===== src/trf_pkg.sv =====
/*
  Shared constants for the temperature recalibration request filter:
  register offsets, address window bases, field layout and reset values.
  Assumes a 16-bit global address space, big-endian byte order.
*/
package trf_pkg;
  localparam int unsigned ADDR_W = 16;
  localparam int unsigned DATA_W = 16;
  localparam int unsigned TEMP_W = 16;
  localparam int unsigned PERIOD_W = 3;
  localparam int unsigned PAGE_W = 8;
  localparam logic [ADDR_W-1:0] BASE_BLOCKING = 16'h0200;
  localparam logic [ADDR_W-1:0] BASE_NONBLOCKING = 16'h0300;
  localparam logic [PAGE_W-1:0] OFS_FILTER_PERIOD = 8'hA3;
  localparam logic [PAGE_W-1:0] OFS_UPPER_LIMIT = 8'hA4;
  localparam logic [PAGE_W-1:0] OFS_LOWER_LIMIT = 8'hA6;
  localparam int unsigned PERIOD_LSB = 0;
  localparam logic [PERIOD_W-1:0] RST_FILTER_PERIOD = 3'h0;
  localparam logic [TEMP_W-1:0] RST_UPPER_LIMIT = 16'h0000;
  localparam logic [TEMP_W-1:0] RST_LOWER_LIMIT = 16'h0000;
  localparam logic [PERIOD_W-1:0] RST_FILTER_COUNT = 3'h0;
endpackage : trf_pkg


===== src/trf_recal_filter.sv =====
/*
  Temperature recalibration request filter: three registers on the global
  address space, an out-of-range filter counter and the request flag.
  A small word register module serves both limit registers.
  Assumes temp_valid/temp_result come from logic on clk, and that the
  flag clear and interrupt enable come from the status/control registers
  kept elsewhere.
*/
`timescale 1ns/1ps
module trf_recal_filter #(
  parameter int unsigned TEMP_WIDTH = 16
) (
  input wire logic clk,
  input wire logic rst_b,
  input wire logic [trf_pkg::ADDR_W-1:0] bus_addr,
  input wire logic bus_wr,
  input wire logic bus_rd,
  input wire logic bus_word,
  input wire logic [trf_pkg::DATA_W-1:0] bus_wdata,
  output logic [trf_pkg::DATA_W-1:0] bus_rdata,
  output logic bus_rvalid,
  input wire logic temp_valid,
  input wire logic [TEMP_WIDTH-1:0] temp_result,
  input wire logic recal_flag_clear,
  input wire logic recal_irq_enable,
  output logic recal_request_flag,
  output logic recal_irq,
  output logic [trf_pkg::PERIOD_W-1:0] filter_count
);
  import trf_pkg::*;

  logic [PERIOD_W-1:0] filter_period_count_reg;
  logic [PERIOD_W-1:0] filter_period_count_next;
  logic [TEMP_WIDTH-1:0] upper_temp_limit_reg;
  logic [TEMP_WIDTH-1:0] lower_temp_limit_reg;
  logic [PERIOD_W-1:0] count_reg;
  logic [PERIOD_W-1:0] count_next;
  logic flag_reg;
  logic flag_next;
  logic [DATA_W-1:0] rdata_reg;
  logic [DATA_W-1:0] rdata_next;
  logic rvalid_reg;

  // address window decode
  wire in_blocking = bus_addr[ADDR_W-1:PAGE_W] ==
    BASE_BLOCKING[ADDR_W-1:PAGE_W];
  wire in_nonblocking = bus_addr[ADDR_W-1:PAGE_W] ==
    BASE_NONBLOCKING[ADDR_W-1:PAGE_W];
  wire in_window = in_blocking | in_nonblocking;
  wire [PAGE_W-1:0] page_ofs = bus_addr[PAGE_W-1:0];
  wire hit_period = in_window && (page_ofs == OFS_FILTER_PERIOD);
  // both bytes of a limit register decode, but only words act on writes
  wire hit_upper = in_window &&
    (page_ofs[PAGE_W-1:1] == OFS_UPPER_LIMIT[PAGE_W-1:1]);
  wire hit_lower = in_window &&
    (page_ofs[PAGE_W-1:1] == OFS_LOWER_LIMIT[PAGE_W-1:1]);
  wire hi_byte = ~page_ofs[0];

  // period register is byte wide; a word write puts it in the low lane
  wire wr_period = bus_wr && hit_period;
  // byte writes to limits unsupported: ignored rather than half-merged
  wire wr_upper = bus_wr && bus_word && hit_upper && hi_byte;
  wire wr_lower = bus_wr && bus_word && hit_lower && hi_byte;

  wire [PERIOD_W-1:0] period_wr_field =
    bus_wdata[PERIOD_LSB+PERIOD_W-1:PERIOD_LSB];
  assign filter_period_count_next = wr_period ?
    period_wr_field : filter_period_count_reg;

  // read data; words are big-endian, a byte read of a limit
  // returns the addressed lane in the low bits
  wire [DATA_W-1:0] period_rd = {{(DATA_W-PERIOD_W){1'b0}},
    filter_period_count_reg};
  wire [DATA_W-1:0] upper_rd = DATA_W'(upper_temp_limit_reg);
  wire [DATA_W-1:0] lower_rd = DATA_W'(lower_temp_limit_reg);
  wire [DATA_W-1:0] limit_rd = hit_upper ? upper_rd : lower_rd;
  wire [DATA_W-1:0] limit_byte = hi_byte ?
    {8'h00, limit_rd[15:8]} : {8'h00, limit_rd[7:0]};
  wire [DATA_W-1:0] limit_sel = bus_word ? limit_rd : limit_byte;
  assign rdata_next = hit_period ? period_rd :
    (hit_upper || hit_lower) ? limit_sel : 16'h0000;

  // filter: the two comparisons jointly define out-of-range
  wire above_max = temp_result >= upper_temp_limit_reg;
  wire below_min = temp_result < lower_temp_limit_reg;
  wire out_of_range = above_max | below_min;
  wire at_period = count_reg >= filter_period_count_reg;
  wire at_zero = count_reg == RST_FILTER_COUNT;

  always_comb begin
    count_next = count_reg;
    if (temp_valid) begin
      if (out_of_range) begin
        if (!at_period) begin
          count_next = count_reg + 3'h1;
        end
      end else if (!at_zero) begin
        count_next = count_reg - 3'h1;
      end
    end
    // period lowered under the count: clamp so it cannot sit above it
    if (count_next > filter_period_count_reg) begin
      count_next = filter_period_count_reg;
    end
  end

  // detection needs an out-of-range result that lands on the period
  wire detect = temp_valid && out_of_range &&
    (count_next >= filter_period_count_reg);

  // hardware set wins over a same-cycle software clear
  wire flag_drop = recal_flag_clear && !detect;
  assign flag_next = detect ? 1'b1 :
    flag_drop ? 1'b0 : flag_reg;

  // period field alone; its upper bits are never stored
  always_ff @(posedge clk or negedge rst_b) begin
    if (!rst_b) begin
      filter_period_count_reg <= RST_FILTER_PERIOD;
    end else begin
      filter_period_count_reg <= filter_period_count_next;
    end
  end

  // both limits share one word register shape
  trf_word_reg #(
    .WIDTH(TEMP_WIDTH),
    .RST_VAL(RST_UPPER_LIMIT[TEMP_WIDTH-1:0])
  ) u_upper_limit_reg (
    .clk(clk),
    .rst_b(rst_b),
    .load(wr_upper),
    .d(bus_wdata[TEMP_WIDTH-1:0]),
    .q(upper_temp_limit_reg)
  );

  trf_word_reg #(
    .WIDTH(TEMP_WIDTH),
    .RST_VAL(RST_LOWER_LIMIT[TEMP_WIDTH-1:0])
  ) u_lower_limit_reg (
    .clk(clk),
    .rst_b(rst_b),
    .load(wr_lower),
    .d(bus_wdata[TEMP_WIDTH-1:0]),
    .q(lower_temp_limit_reg)
  );

  always_ff @(posedge clk or negedge rst_b) begin
    if (!rst_b) begin
      count_reg <= RST_FILTER_COUNT;
    end else begin
      count_reg <= count_next;
    end
  end

  always_ff @(posedge clk or negedge rst_b) begin
    if (!rst_b) begin
      flag_reg <= 1'b0;
    end else begin
      flag_reg <= flag_next;
    end
  end

  always_ff @(posedge clk or negedge rst_b) begin
    if (!rst_b) begin
      rdata_reg <= 16'h0000;
    end else begin
      rdata_reg <= bus_rd ? rdata_next : rdata_reg;
    end
  end

  always_ff @(posedge clk or negedge rst_b) begin
    if (!rst_b) begin
      rvalid_reg <= 1'b0;
    end else begin
      rvalid_reg <= bus_rd;
    end
  end

  assign bus_rdata = rdata_reg;
  assign bus_rvalid = rvalid_reg;
  assign recal_request_flag = flag_reg;
  // level interrupt follows the sticky flag while enabled
  assign recal_irq = flag_reg & recal_irq_enable;
  assign filter_count = count_reg;
endmodule : trf_recal_filter

// word register with load; reset value fixed per instance
module trf_word_reg #(
  parameter int unsigned WIDTH = 16,
  parameter logic [WIDTH-1:0] RST_VAL = '0
) (
  input wire logic clk,
  input wire logic rst_b,
  input wire logic load,
  input wire logic [WIDTH-1:0] d,
  output logic [WIDTH-1:0] q
);
  import trf_pkg::*;
  logic [WIDTH-1:0] q_reg;
  logic [WIDTH-1:0] q_next;

  assign q_next = load ? d : q_reg;

  always_ff @(posedge clk or negedge rst_b) begin
    if (!rst_b) begin
      q_reg <= RST_VAL;
    end else begin
      q_reg <= q_next;
    end
  end

  assign q = q_reg;
endmodule : trf_word_reg


===== config.mk =====
export PLATFORM = sky130hd
export DESIGN_NAME = trf_recal_filter
export DESIGN_NICKNAME = d
export VERILOG_FILES = /design/src/trf_pkg.sv /design/src/trf_recal_filter.sv
export SDC_FILE = /design/constraint.sdc
export NUM_CORES = 1
export LEC_CHECK = 0
export ABC_CLOCK_PERIOD_IN_PS = 5700
export BUFFER_PORTS_ARGS = -buffer_cell sky130_fd_sc_hd__clkbuf_2
export CORE_ASPECT_RATIO = 1.2
export CORE_MARGIN = 4
export CORE_UTILIZATION = 55
export DETAILED_ROUTE_END_ITERATION = 8
export PLACE_DENSITY = 0.91
export SLEW_MARGIN = 15
export SYNTH_ARGS = -nofsm -noshare
export SYNTH_HDL_FRONTEND = slang
export SYNTH_SLANG_ARGS = --single-unit

===== constraint.sdc =====
create_clock -name clk -period 5.7 [get_ports clk]
set_input_delay 0.855 -clock clk [delete_from_list [all_inputs] [get_ports clk]]
set_output_delay 0.855 -clock clk [all_outputs]
set_load 0.03 [all_outputs]

==> flow_summary_export.csv <==
group,metric,value,unit
synthesis,syn_avg_cell_area,9.68,um^2
pwr,design_power_total,0.732,mW
pwr,powerDensity,176,mW/mm^2
cts,cts_made_buffers,5,
min_path,hp-start,"bus_rdata[6]$_DFFE_PN0P_",
cts,cts_tree,"built",
final_layout,fillerInstances,510,
floorplan,die_x,81.9,um
synthesis,yosysUniqueCellTypes,48,
critical_path,timing.rr.start,"u_upper_limit_reg.q[0]$_DFFE_PN0P_",
cts,htree_levels,2,
timing,final.setup.tns,0,ps
synthesis,synth_ff_type,"dfrtp_1",
synthesis,yosys_warnings,0,
cts,clockRootBuffer,"clkbuf_8",
critical_path,critPathSlowestCell,"a2111oi_4",
floorplan,fp.dieH,96.6,um
timing,skew,7.11,ps
cts,clk_pin_slew,110,ps
detailed_routing,vias,3041,
critical_path,critPathRequiredTime,5910,ps
timing,drv_slew,0,
detailed_routing,drc_errors,0,
detailed_routing,wl_per_cell,16.2,um
pwr,irDropWorstVdd,0.112,mV
timing,fmax,193,MHz
timing,finalSetupViolCount,0,
synthesis,netlist_area,0.00360,mm^2
place,placed_cells,525,
final_layout,drive_gt1_share,24.6,%
critical_path,cp_common_cell,"ha_1",
final_layout,layout_common_cells,"clkbuf_2 (76), inv_1 (58), dfrtp_1 (56)",
place,dpl.hpwl,6.81,mm
critical_path,crit_type,"in -> reg",
timing,relSlewSlack,29.9,%
timing,period_minus_slack,5190,ps
global_routing,grt_antenna_before_repair,0,
floorplan,num_io_pins,78,
synthesis,yosysSeqAreaShare,38.9,%
cts,hold_buffers,0,
synthesis,syn_inst,372,
synthesis,synth_top_area_share,38.9,%
final_layout,register_area,0.00140,mm^2
final_layout,area_growth,15.4,%
synthesis,synth_area_leaders,"dfrtp_1 (39%), ha_1 (15%), inv_1 (6.0%)",
place,portBuffers,76,
synthesis,synth-seq-cells,56,
critical_path,crit_fanout,8,
final_layout,multi_input_area,0.00193,mm^2
status,status,"finished, final reports clean",
place,gp_congestion,0.897,
timing,period_share,91.0,%
floorplan,num_rows,32,
detailed_routing,detail-route-antenna-nets,0,
synthesis,synthesis.nets,471,
detailed_routing,drtPass1Iterations,4,
floorplan,coreArea,0.00641,mm^2
cts,ctsResizeCount,0,
synthesis,synth_edf_count,0,
global_routing,grt_pass1_wl,14.5,mm
floorplan,start_util,56.2,%
cts,postCtsSetupBuffers,0,
global_routing,grt_pass1_vias,3145,
critical_path,crit_chain,"clkbuf_2 > inv_1 > ha_1 > nand2b_4 > a2111oi_4 > o21bai_2 > a2111oi_4 > and2_1 > mux2i_1 > nor2_1 > ha_1 > a21o_1 > a21oi_1 > a31oi_1 > nand2b_1 > a311oi_1 > nor3_1 > ha_1 > nand2b_1 > a21o_1 > a21oi_1 > o32ai_1",
final_layout,instances_no_fill,533,
critical_path,cp-start-kind,"primary input",
timing,finalHoldViolations,0,
critical_path,critPathLaunch,"temp_result[0]",
global_routing,grtUsageTotal,23.3,%
run,max-cap-violations,0,
critical_path,path_buf_inv,2,
floorplan,dieArea,0.00791,mm^2
timing,tightest_slew,1050,ps
pwr,leakage,2.10,nW
cts,clkLatencyLatePin,330,ps
cts,clk_path_buf_depth,2,
cts,cts_sinks,56,
critical_path,worst_ep_arrival_time,5400,ps
final_layout,n_antenna_cell,0,
timing,rsz0062_at_grt,"false",
synthesis,yosysTopAreaCell,"dfrtp_1",
critical_path,max_stage_delay,520,ps
detailed_routing,drt-total-wl,8.62,mm
detailed_routing,vias_per_cell,5.71,
critical_path,crit_path_end_kind,"flip-flop",
global_routing,gr-total-overflow,0,
final_layout,final_common_cell,"clkbuf_2",
global_routing,grt_max_degree,57,
synthesis,ys_async_sr_fraction,100,%
final_layout,nets,546,
critical_path,crit_family,"compound AO/OA/AOI/OAI gates",
detailed_routing,drt_iter0_drc,193,
min_path,min-delay-path-class,"reg -> reg",
==> Yosys cell counts (2+ instances only) <==
library cell and n:
inv_1 58, dfrtp_1 56, ha_1 43, nand2_1 43, o21ai_0 33, a21oi_1 18
o22ai_1 13, mux2i_1 9, nor2_1 9, mux4_2 8, nand3_1 8, clkbuf_1 7
mux2_2 6, nor3_1 6, a21o_1 5, nand2b_1 5, nand4_1 4, a22oi_1 3
and2_1 3, nor4b_1 3, o21a_1 3, a2111oi_4 2, a311oi_1 2
==> logic make-up after synthesis <==
logic type | Yosys count | synth area share [%]
buf+inv | 69 | 7.54
compound gates | 93 | 17.2
flops | 56 | 38.9
simple gates | 87 | 11.7
xor+xnor | 1 | 0.243
mux | 23 | 9.38
fa+ha+maj | 43 | 14.9
==> path summary, 6_finish.rpt <==
check	slack, ps	endpoint	cells past startpoint
hold reg to reg	530	bus_rdata[6]$_DFFE_PN0P_	2
setup reg to reg	760	recal_request_flag$_DFFE_PN0P_	20
max in group asynchronous	4570	u_lower_limit_reg.q[9]$_DFFE_PN0P_	2
setup / recovery	510	recal_request_flag$_DFFE_PN0P_	22
min in group asynchronous	640	bus_rdata[13]$_DFFE_PN0P_	2
hold / removal	530	bus_rdata[6]$_DFFE_PN0P_	2
==> layout make-up <==
class | instances | share of cell area [%]
Multi-Input combinational cell | 247 | 46.5
Sequential cell | 56 | 33.7
Timing Repair Buffer | 79 | 9.70
Inverter | 58 | 5.24
Tap cell | 85 | 2.56
Clock buffer | 5 | 1.66
Clock inverter | 3 | 0.572
==> per-stage QoR <==
step                util [%]  area [um^2]  worst slack [ps]  hold WS (ps)
floorplan                  -         3600               861           499
global placement        63.4         4060               381           507
detailed placement      63.4         4060               189           515
CTS                     64.8         4150               528           537
global route            64.8         4150              80.1           561
finish                  64.8         4150               510           533
==> metal layers <==
metal	share of wire [%]	track usage, %
met2	51	38.0
met5	0	0
met4	2.6	8.82
met3	5.1	3.63
met1	41	30.7
==> worst reg2reg max path: stages, from the launching register on <==
cell,delay [ps]
dfrtp_1,420
ha_1,280
nand2b_4,150
a2111oi_4,360
o21bai_2,130
a2111oi_4,520
and2_1,330
mux2i_1,290
nor2_1,80
ha_1,300
a21o_1,180
a21oi_1,200
a31oi_1,120
nand2b_1,180
a311oi_1,270
nor3_1,110
ha_1,270
nand2b_1,140
a21o_1,180
a21oi_1,210
o32ai_1,100
==> power by group <==
part           internal [mW]  leakage (nW)  switching (mW)
clock                 0.0874        0.0404           0.139
combinational         0.0400          1.45          0.0598
sequential             0.401         0.616         0.00430
total                  0.528          2.10           0.203
(Power assumes the default switching activity.)
